[src/hw/frcc_pkg.sv]
// Package with constants and types of the free-running counter with compare channels
package frcc_pkg;

   // Bus widths
   typedef logic [7:0]  frcc_addr_t;
   typedef logic [15:0] frcc_data_t;

   // Clock source selection codes
   typedef enum logic [1:0] {
      FRCC_SRC_DIV2,
      FRCC_SRC_DIV8,
      FRCC_SRC_DIV32,
      FRCC_SRC_EXT
   } frcc_src_t;

   // Register word addresses
   localparam frcc_addr_t FRCC_ADDR_COUNT  = 8'h00;
   localparam frcc_addr_t FRCC_ADDR_CMP_A  = 8'h01;
   localparam frcc_addr_t FRCC_ADDR_CMP_B  = 8'h02;
   localparam frcc_addr_t FRCC_ADDR_CTRL   = 8'h03;
   localparam frcc_addr_t FRCC_ADDR_STATUS = 8'h04;
   localparam frcc_addr_t FRCC_ADDR_MASK   = 8'h05;

   // Control register field positions
   localparam int FRCC_CTRL_CLK_SEL_LO = 0;
   localparam int FRCC_CTRL_CLK_SEL_HI = 1;
   localparam int FRCC_CTRL_OE_A       = 2;
   localparam int FRCC_CTRL_OE_B       = 3;

   // Control/status register field positions
   localparam int FRCC_STAT_FLAG_A     = 0;
   localparam int FRCC_STAT_FLAG_B     = 1;
   localparam int FRCC_STAT_LEVEL_A    = 2;
   localparam int FRCC_STAT_LEVEL_B    = 3;
   localparam int FRCC_STAT_CLEAR_A    = 4;

   // Values after reset
   localparam frcc_data_t FRCC_COUNT_RESET = 16'h0000;
   localparam frcc_data_t FRCC_CMP_RESET   = 16'hffff;
   localparam logic [3:0] FRCC_CTRL_RESET  = 4'h0;
   localparam logic [4:0] FRCC_STAT_RESET  = 5'h00;
   localparam logic [1:0] FRCC_MASK_RESET  = 2'h0;

   // Prescaler terminal counts for the internal sources
   localparam logic [4:0] FRCC_PRE_DIV2  = 5'h01;
   localparam logic [4:0] FRCC_PRE_DIV8  = 5'h07;
   localparam logic [4:0] FRCC_PRE_DIV32 = 5'h1f;

endpackage : frcc_pkg

[src/hw/frcc_top.sv]
// Free-running 16-bit counter with two compare channels, register port and interrupt
//
// The register offsets and the strobed register port are this design's own decisions.
`timescale 1ns/100ps

module frcc_top
   import frcc_pkg::*;
(
   // Clock and reset
   input  wire logic                 core_clk,
   input  wire logic                 resetn,
   // Register port
   input  wire frcc_pkg::frcc_addr_t reg_addr,
   input  wire frcc_pkg::frcc_data_t reg_wdata,
   input  wire logic                 reg_wr,
   input  wire logic                 reg_rd,
   output frcc_pkg::frcc_data_t      reg_rdata,
   // External count clock
   input  wire logic                 ext_count_clock_in,
   // Compare outputs
   output logic                      compare_out_a,
   output logic                      compare_out_b,
   // Interrupt
   output logic                      irq
);
   import frcc_pkg::*;

   ////////////////////////////////////////////////////////////////////////////
   // Storage

   frcc_data_t free_running_count_q;
   frcc_data_t free_running_count_d;
   frcc_data_t compare_value_a_q;
   frcc_data_t compare_value_b_q;
   logic [3:0] timer_control_reg_q;
   logic [4:0] timer_ctrl_status_reg_q;
   logic [4:0] timer_ctrl_status_reg_d;
   logic [1:0] irq_mask_q;
   logic [4:0] prescale_q;
   logic       ext_clk_prev_q;
   logic       eq_a_q;
   logic       eq_b_q;
   frcc_data_t rdata_q;
   logic       out_a_q;
   logic       out_b_q;
   logic       irq_q;

   ////////////////////////////////////////////////////////////////////////////
   // Address decoding

   wire wr_count  = reg_wr && (reg_addr == FRCC_ADDR_COUNT);
   wire wr_cmp_a  = reg_wr && (reg_addr == FRCC_ADDR_CMP_A);
   wire wr_cmp_b  = reg_wr && (reg_addr == FRCC_ADDR_CMP_B);
   wire wr_ctrl   = reg_wr && (reg_addr == FRCC_ADDR_CTRL);
   wire wr_status = reg_wr && (reg_addr == FRCC_ADDR_STATUS);
   wire wr_mask   = reg_wr && (reg_addr == FRCC_ADDR_MASK);

   // Read selection, unmapped addresses read as zero
   frcc_data_t rd_sel;
   always_comb begin
      if (reg_addr == FRCC_ADDR_COUNT) begin
         rd_sel = free_running_count_q;
      end else if (reg_addr == FRCC_ADDR_CMP_A) begin
         rd_sel = compare_value_a_q;
      end else if (reg_addr == FRCC_ADDR_CMP_B) begin
         rd_sel = compare_value_b_q;
      end else if (reg_addr == FRCC_ADDR_CTRL) begin
         rd_sel = {12'h000, timer_control_reg_q};
      end else if (reg_addr == FRCC_ADDR_STATUS) begin
         rd_sel = {11'h000, timer_ctrl_status_reg_q};
      end else if (reg_addr == FRCC_ADDR_MASK) begin
         rd_sel = {14'h0000, irq_mask_q};
      end else begin
         rd_sel = 16'h0000;
      end
   end

   ////////////////////////////////////////////////////////////////////////////
   // Count pulse generation

   wire [1:0] clock_select    = timer_control_reg_q[FRCC_CTRL_CLK_SEL_HI:FRCC_CTRL_CLK_SEL_LO];
   wire       clock_select_hi = clock_select[1];
   wire       clock_select_lo = clock_select[0];
   wire       ext_rise        = ext_count_clock_in && !ext_clk_prev_q;
   wire       tick_div2       = (prescale_q[0] == FRCC_PRE_DIV2[0]);
   wire       tick_div8       = (prescale_q[2:0] == FRCC_PRE_DIV8[2:0]);
   wire       tick_div32      = (prescale_q == FRCC_PRE_DIV32);

   // Four-way source selection of the count pulse
   wire count_pulse = clock_select_hi ? (clock_select_lo ? ext_rise : tick_div32)
                                      : (clock_select_lo ? tick_div8 : tick_div2);

   // Prescaler and external edge history
   always_ff @(posedge core_clk or negedge resetn) begin
      if (!resetn) begin
         prescale_q     <= 5'h00;
         ext_clk_prev_q <= 1'b0;
      end else begin
         prescale_q     <= prescale_q + 5'h01;
         ext_clk_prev_q <= ext_count_clock_in;
      end
   end

   ////////////////////////////////////////////////////////////////////////////
   // Compare logic

   wire eq_a      = (free_running_count_q == compare_value_a_q);
   wire eq_b      = (free_running_count_q == compare_value_b_q);
   wire match_a   = eq_a && !eq_a_q;
   wire match_b   = eq_b && !eq_b_q;
   wire clear_a   = timer_ctrl_status_reg_q[FRCC_STAT_CLEAR_A];
   wire oe_a      = timer_control_reg_q[FRCC_CTRL_OE_A];
   wire oe_b      = timer_control_reg_q[FRCC_CTRL_OE_B];
   wire level_a   = timer_ctrl_status_reg_q[FRCC_STAT_LEVEL_A];
   wire level_b   = timer_ctrl_status_reg_q[FRCC_STAT_LEVEL_B];
   wire [1:0] flags = timer_ctrl_status_reg_q[FRCC_STAT_FLAG_B:FRCC_STAT_FLAG_A];

   // Equality history so a stalled counter gives one match only
   always_ff @(posedge core_clk or negedge resetn) begin
      if (!resetn) begin
         eq_a_q <= 1'b0;
         eq_b_q <= 1'b0;
      end else begin
         eq_a_q <= eq_a;
         eq_b_q <= eq_b;
      end
   end

   ////////////////////////////////////////////////////////////////////////////
   // Counter next value: write, then clear, then increment

   always_comb begin
      if (wr_count) begin
         free_running_count_d = reg_wdata;
      end else if (match_a && clear_a) begin
         free_running_count_d = 16'h0000;
      end else if (count_pulse) begin
         free_running_count_d = free_running_count_q + 16'h0001;
      end else begin
         free_running_count_d = free_running_count_q;
      end
   end

   // Counter and compare registers
   always_ff @(posedge core_clk or negedge resetn) begin
      if (!resetn) begin
         free_running_count_q <= FRCC_COUNT_RESET;
         compare_value_a_q    <= FRCC_CMP_RESET;
         compare_value_b_q    <= FRCC_CMP_RESET;
      end else begin
         free_running_count_q <= free_running_count_d;
         if (wr_cmp_a) begin
            compare_value_a_q <= reg_wdata;
         end
         if (wr_cmp_b) begin
            compare_value_b_q <= reg_wdata;
         end
      end
   end

   ////////////////////////////////////////////////////////////////////////////
   // Control/status: flags set by match win over write-one-to-clear

   always_comb begin
      timer_ctrl_status_reg_d = timer_ctrl_status_reg_q;
      if (wr_status) begin
         timer_ctrl_status_reg_d[FRCC_STAT_LEVEL_A] = reg_wdata[FRCC_STAT_LEVEL_A];
         timer_ctrl_status_reg_d[FRCC_STAT_LEVEL_B] = reg_wdata[FRCC_STAT_LEVEL_B];
         timer_ctrl_status_reg_d[FRCC_STAT_CLEAR_A] = reg_wdata[FRCC_STAT_CLEAR_A];
         timer_ctrl_status_reg_d[FRCC_STAT_FLAG_A]  = flags[0] && !reg_wdata[FRCC_STAT_FLAG_A];
         timer_ctrl_status_reg_d[FRCC_STAT_FLAG_B]  = flags[1] && !reg_wdata[FRCC_STAT_FLAG_B];
      end
      if (match_a) begin
         timer_ctrl_status_reg_d[FRCC_STAT_FLAG_A] = 1'b1;
      end
      if (match_b) begin
         timer_ctrl_status_reg_d[FRCC_STAT_FLAG_B] = 1'b1;
      end
   end

   // Control, status and mask registers
   always_ff @(posedge core_clk or negedge resetn) begin
      if (!resetn) begin
         timer_control_reg_q     <= FRCC_CTRL_RESET;
         timer_ctrl_status_reg_q <= FRCC_STAT_RESET;
         irq_mask_q              <= FRCC_MASK_RESET;
      end else begin
         timer_ctrl_status_reg_q <= timer_ctrl_status_reg_d;
         if (wr_ctrl) begin
            timer_control_reg_q <= reg_wdata[3:0];
         end
         if (wr_mask) begin
            irq_mask_q <= reg_wdata[1:0];
         end
      end
   end

   ////////////////////////////////////////////////////////////////////////////
   // Output pins, interrupt and read data

   always_ff @(posedge core_clk or negedge resetn) begin
      if (!resetn) begin
         out_a_q <= 1'b0;
         out_b_q <= 1'b0;
         irq_q   <= 1'b0;
         rdata_q <= 16'h0000;
      end else begin
         if (match_a && oe_a) begin
            out_a_q <= level_a;
         end
         if (match_b && oe_b) begin
            out_b_q <= level_b;
         end
         irq_q   <= |(timer_ctrl_status_reg_d[FRCC_STAT_FLAG_B:FRCC_STAT_FLAG_A] & irq_mask_q);
         rdata_q <= reg_rd ? rd_sel : 16'h0000;
      end
   end

   assign compare_out_a = out_a_q;
   assign compare_out_b = out_b_q;
   assign irq           = irq_q;
   assign reg_rdata     = rdata_q;

   ////////////////////////////////////////////////////////////////////////////
   // Checks

   property p_count_step;
      @(posedge core_clk) disable iff (!resetn)
      (count_pulse && !reg_wr && !(match_a && clear_a)) |=>
         (free_running_count_q == $past(free_running_count_q) + 16'h0001);
   endproperty
   a_count_step: assert property (p_count_step) else $error("counter did not step");

   property p_hold_no_pulse;
      @(posedge core_clk) disable iff (!resetn)
      (!count_pulse && !reg_wr && !match_a) |=> $stable(free_running_count_q);
   endproperty
   a_hold_no_pulse: assert property (p_hold_no_pulse) else $error("counter moved without pulse");

   property p_ext_source;
      @(posedge core_clk) disable iff (!resetn)
      (clock_select == FRCC_SRC_EXT && !ext_clk_prev_q && ext_count_clock_in) |-> count_pulse;
   endproperty
   a_ext_source: assert property (p_ext_source) else $error("external edge not counted");

   property p_write_wins;
      @(posedge core_clk) disable iff (!resetn)
      wr_count |=> (free_running_count_q == $past(reg_wdata));
   endproperty
   a_write_wins: assert property (p_write_wins) else $error("counter write lost");

   property p_clear_on_a;
      @(posedge core_clk) disable iff (!resetn)
      (match_a && clear_a && !reg_wr) |=> (free_running_count_q == 16'h0000);
   endproperty
   a_clear_on_a: assert property (p_clear_on_a) else $error("match A did not clear");

   property p_flag_a;
      @(posedge core_clk) disable iff (!resetn)
      (eq_a && !eq_a_q) |=> timer_ctrl_status_reg_q[FRCC_STAT_FLAG_A] ##1 1'b1;
   endproperty
   a_flag_a: assert property (p_flag_a) else $error("flag A not set");

   property p_out_b;
      @(posedge core_clk) disable iff (!resetn)
      (match_b && oe_b) |=> (compare_out_b == $past(level_b));
   endproperty
   a_out_b: assert property (p_out_b) else $error("pin B not driven");

   property p_out_quiet;
      @(posedge core_clk) disable iff (!resetn)
      !(match_a && oe_a) |=> $stable(compare_out_a);
   endproperty
   a_out_quiet: assert property (p_out_quiet) else $error("pin A changed without match");

   property p_rdata_cmp;
      @(posedge core_clk) disable iff (!resetn)
      (reg_rd && reg_addr == FRCC_ADDR_CMP_B) |=> (reg_rdata == $past(compare_value_b_q));
   endproperty
   a_rdata_cmp: assert property (p_rdata_cmp) else $error("compare B read wrong");

   property p_wrap;
      @(posedge core_clk) disable iff (!resetn)
      (free_running_count_q == 16'hffff && count_pulse && !reg_wr && !(match_a && clear_a))
         |=> (free_running_count_q == 16'h0000);
   endproperty
   a_wrap: assert property (p_wrap) else $error("counter did not wrap");

   property p_flag_b;
      @(posedge core_clk) disable iff (!resetn)
      match_b |=> timer_ctrl_status_reg_q[FRCC_STAT_FLAG_B];
   endproperty
   a_flag_b: assert property (p_flag_b) else $error("flag B not set");

   property p_out_a;
      @(posedge core_clk) disable iff (!resetn)
      (match_a && oe_a) |=> (compare_out_a == $past(level_a));
   endproperty
   a_out_a: assert property (p_out_a) else $error("pin A not driven");

   property p_out_b_quiet;
      @(posedge core_clk) disable iff (!resetn)
      !(match_b && oe_b) |=> $stable(compare_out_b);
   endproperty
   a_out_b_quiet: assert property (p_out_b_quiet) else $error("pin B changed without match");

   property p_rdata_cmp_a;
      @(posedge core_clk) disable iff (!resetn)
      (reg_rd && reg_addr == FRCC_ADDR_CMP_A) |=> (reg_rdata == $past(compare_value_a_q));
   endproperty
   a_rdata_cmp_a: assert property (p_rdata_cmp_a) else $error("compare A read wrong");

   property p_rdata_count;
      @(posedge core_clk) disable iff (!resetn)
      (reg_rd && reg_addr == FRCC_ADDR_COUNT) |=> (reg_rdata == $past(free_running_count_q));
   endproperty
   a_rdata_count: assert property (p_rdata_count) else $error("counter read wrong");

   property p_rdata_idle;
      @(posedge core_clk) disable iff (!resetn)
      !reg_rd |=> (reg_rdata == 16'h0000);
   endproperty
   a_rdata_idle: assert property (p_rdata_idle) else $error("read data left standing");

   property p_cmp_write;
      @(posedge core_clk) disable iff (!resetn)
      wr_cmp_b |=> (compare_value_b_q == $past(reg_wdata));
   endproperty
   a_cmp_write: assert property (p_cmp_write) else $error("compare B write lost");

   // Interrupt follows the flags that are set and unmasked
   property p_irq_level;
      @(posedge core_clk) disable iff (!resetn)
      1'b1 |=> (irq == |(timer_ctrl_status_reg_q[FRCC_STAT_FLAG_B:FRCC_STAT_FLAG_A] & $past(irq_mask_q)));
   endproperty
   a_irq_level: assert property (p_irq_level) else $error("interrupt level wrong");

endmodule // frcc_top

[config.mk]
export PLATFORM = sky130hd
export DESIGN_NAME = frcc_top
export DESIGN_NICKNAME = d
export VERILOG_FILES = /design/src/hw/frcc_pkg.sv /design/src/hw/frcc_top.sv
export SDC_FILE = /design/constraint.sdc
export NUM_CORES = 1
export LEC_CHECK = 0
export ABC_AREA = 1
export BUFFER_PORTS_ARGS = -buffer_cell sky130_fd_sc_hd__buf_2
export CAP_MARGIN = 25
export CELL_PAD_IN_SITES_DETAIL_PLACEMENT = 0
export CELL_PAD_IN_SITES_GLOBAL_PLACEMENT = 1
export CORE_ASPECT_RATIO = 0.9
export CORE_MARGIN = 4
export CORE_UTILIZATION = 47
export DETAILED_ROUTE_END_ITERATION = 16
export PLACE_DENSITY_LB_ADDON = 0.12
export SLEW_MARGIN = 0
export SYNTH_ARGS = -nofsm -noshare
export SYNTH_HDL_FRONTEND = slang
export SYNTH_SLANG_ARGS = --single-unit
[constraint.sdc]
create_clock -name core_clk -period 5.3 [get_ports core_clk]
set_input_delay 0.265 -clock core_clk [delete_from_list [all_inputs] [get_ports core_clk]]
set_output_delay 0.265 -clock core_clk [all_outputs]
set_load 0.02 [all_outputs]
==> metrics.md <==
| Metric | Value |
|---|---|
| FILL cells | `960` |
| Largest net degree at the start of global routing | `49` |
| H-tree levels | `3` |
| Number of setup violations in the final report | `0` |
| Placed Instances | `775` |
| Seq cells post-synth | `86` |
| DRT iter0 DRCs | `301` |
| Syn-to-layout area delta | `11.9%` |
| CTS Buffer Depth | `2` |
| CP startpoint kind | `input port` |
| Fmax achieved | `436 MHz` |
| Most Frequent Cell on Critical Path | `nand2_1` |
| ANT nets after route | `0` |
| Postcts setup bufs | `0` |
| Synth top area share | `0.279` |
| Vias after detailed routing | `4063` |
| Drt pass-1 iters | `4` |
| Post-DP HPWL | `8850 um` |
| Die H | `104 um` |
| Metal2 WL | `5080 um` |
| Status | `complete, no violations` |
| Via count of the first global-routing pass | `3738` |
| Largest delay share family, worst path | `simple AND/OR/NAND/NOR gates` |
| Gate power share | `0.193` |
| Unrepaired setup endpoints after global routing | `no` |
| Top layer in use | `met4` |
| Latest clock arrival within the worst-skew pair | `0.34 ns` |
| Slowest CP cell | `nand2_1` |
| Pre-CTS WS | `2.64 ns` |
| Full die area | `0.0120 mm2` |
| Met1 WL | `6270 um` |
| Worst r2r dst | `free_running_count_q[10]` |
| Initial antenna violation count | `0` |
| Post-cts resize count | `0` |
| Mapped Area | `0.00484 mm2` |
| CORE AREA | `0.00987 mm2` |
| Final Hold Viols | `0` |
| Routed wire length | `12000 um` |
| Syn Inst Count | `628` |
| Sequential share of the synthesized area | `0.453` |
| Via density | `5.13` |
| CTS Buf Count | `9` |
| Post-synth top area cell | `dfrtp_1` |
| Synth unique cells | `35` |
| # rows | `34` |
| Hold Startpoint | `ext_count_clock_in` |
| Area of the multi-input gates | `0.00221 mm2` |
| Gr ovfl total | `0` |
| Syn Nets | `661` |
| Worst slew pin tran | `0.997 ns` |
| Post-synthesis average cell area | `7.71 um2` |
| WHS Path Cells | `1` |
| Initial core utilization | `0.491` |
| DRC errors left | `0` |
| Clock Power Share | `0.366` |
| Metal3 WL | `519 um` |
| Final GP Congestion | `0.826` |
| Wire length per cell | `15.1 um` |
| Crit-path cells | `buf_2, or2_1, nor2_1, nand2_1, inv_1, nand2_1, o21ai_0` |
| Hold_buf cts | `1` |
| Syn. warnings | `0` |
| Max Slew Vio Count | `0` |
| CP Buf/Inv Count | `2` |
| First-pass GRT wire length | `20100 um` |
| Fraction of layout cells with a size suffix above 1 | `0.198` |
| Final #Nets | `694` |
| Final setup margin | `3.01 ns` |
| Internal | `0.00127 W` |
| Largest cells by area after synthesis | `dfrtp_1 28%, dfstp_2 17%, nand2_1 16%` |
| Hold WC Path Type | `input port to register` |
| Period minus WS final | `2.29 ns` |
| Hold endpoint | `ext_clk_prev_q` |
| Switching share of power | `0.311` |
| Clk sinks | `86` |
| P_sw | `0.000574 W` |
| Sequential Power Share | `0.441` |
| P per Cell Area | `341 mW/mm2` |
| CTS clock-pin slew for the worst setup and hold paths | `0.06 ns` |
| Kind of critical path | `input port to register` |
| Max-Cap Viols | `0` |
| Crit path max fanout | `32` |
| Core Util, Final | `0.549` |
| Port Buffers | `47` |
| Layout Skew | `0.00864 ns` |
| Root Driver | `clkbuf_16` |
| Die Span X | `115 um` |
| Final worst path period share | `0.433` |
| FF+latch area | `0.00219 mm2` |
| Crit path largest cell delay | `0.64 ns` |
| ANT cells | `0` |
| Required time worst endpoint | `5.54 ns` |
| Setup TNS | `0 ns` |
| Non-filler instance count after layout | `792` |
| Slew headroom | `0.334` |
| Reg-to-reg startpoint | `free_running_count_q[12]` |
| R2r worst-path depth | `10` |
| FF-to-FF setup slack | `3.06 ns` |
| WP data arrival | `2.53 ns` |
| Leak | `2.67 nW` |
| CTS tree | `built` |
| Tot GR Track Use | `0.212` |
| CP Capture Type | `register` |
| Top Ports | `48` |
| Max IR drop VDD | `0.000224 V` |
through the flow:
stage	cell area [um2]	power, W	hold WS, ns
2_1_floorplan	4840	0.00108	-0.0306
3_3_place_gp	5090	0.00117	0.248
3_5_place_dp	5090	0.00118	0.254
4_1_cts	5420	0.00187	0.0338
5_1_grt	5420	0.00196	0.0355
6_report	5420	0.00185	0.0496
sequential cells by signal (all words and copies together) (netlist names), 2 cells and up:
name,count
prescale_q,5
reg_rdata,16
timer_control_reg_q,4
irq_mask_q,2
compare_value_a_q,16
free_running_count_q,16
compare_value_b_q,16
timer_ctrl_status_reg_q,5
worst max path at each step:
stage | from | to | depth (start not counted)
after global placement | reg_addr[2] | compare_value_a_q[12] | 7
final | reg_addr[2] | compare_value_a_q[15] | 7
after floorplan | prescale_q[0] | free_running_count_q[12] | 12
after CTS | reg_addr[2] | compare_value_a_q[15] | 7
after detailed placement | reg_addr[2] | compare_value_a_q[15] | 7
after global routing | reg_addr[2] | compare_value_a_q[13] | 7
cells in the mapped netlist, drive strengths merged:
cell    count
dfstp      32
nand4       8
xor2       19
o221ai      5
dfrtp      54
ha          4
or2         4
nand3      51
a21o        1
a21oi      22
clkbuf      8
a41oi       1
and2        2
buf        19
inv        74
o21ai      61
a31oi       1
nand3b      1
nand2     211
xnor2       9
nor3        6
nor2       35
placed cells by master (no fill, tap or decap):
| cell type | instances |
|---|---|
| a21o_4 | 1 |
| a21oi_1 | 22 |
| a31oi_1 | 1 |
| a41oi_1 | 1 |
| and2_1 | 2 |
| buf_2 | 46 |
| buf_4 | 2 |
| bufinv_16 | 2 |
| clkbuf_16 | 9 |
| clkinv_2 | 2 |
| clkinvlp_4 | 1 |
| dfrtp_1 | 54 |
| dfstp_2 | 32 |
| dlygate4sd3_1 | 1 |
| ha_1 | 4 |
| inv_1 | 61 |
| inv_2 | 11 |
| inv_4 | 2 |
| inv_6 | 2 |
| nand2_1 | 208 |
| nand2_2 | 1 |
| nand2_4 | 1 |
| nand2_8 | 1 |
| nand3_1 | 41 |
| nand3_2 | 10 |
| nand3b_1 | 1 |
| nand4_1 | 7 |
| nand4_4 | 1 |
| nor2_1 | 29 |
| nor2_2 | 3 |
| nor2_4 | 3 |
| nor3_1 | 6 |
| o21ai_0 | 46 |
| o21ai_1 | 15 |
| o221ai_1 | 5 |
| or2_1 | 2 |
| or2_2 | 2 |
| xnor2_1 | 9 |
| xor2_1 | 19 |
routing by layer:
metal	vias to the layer above	track usage
met5	-	0
met4	0	0.0478
met3	9	0.0355
met2	77	0.295
met1	1928	0.341
li1	2049	-
power groups by stage:
| stage | clock [W] | combinational [W] | sequential [W] |
|---|---|---|---|
| floorplan | 0 | 0.000323 | 0.000760 |
| global placement | 0 | 0.000349 | 0.000821 |
| detailed placement | 0 | 0.000355 | 0.000823 |
| CTS | 0.000699 | 0.000359 | 0.000813 |
| global route | 0.000724 | 0.000411 | 0.000823 |
| finish | 0.000676 | 0.000357 | 0.000814 |
cell families (layout without fill, tap and decap cells):
logic type                 after synthesis  count (layout)  synth area share
AOI/OAI and AO/OA                       91              91             0.101
xor gates and xnor gates                28              28            0.0506
adders and majority gates                4               4            0.0103
buffers and inverters                  101             139            0.0912
DFF                                     86              86             0.453
and+or+nand+nor                        318             318             0.294
area by class of cell:
| cell class | instances | area share |
|---|---|---|
| multi-input combinational | 441 | 0.408 |
| sequential | 86 | 0.405 |
| inverter | 74 | 0.0522 |
| timing repair buffer | 49 | 0.0471 |
| clock buffer | 9 | 0.0416 |
| tap | 126 | 0.0291 |
| clock inverter | 7 | 0.0176 |
Power figures use the tool's default switching activity.
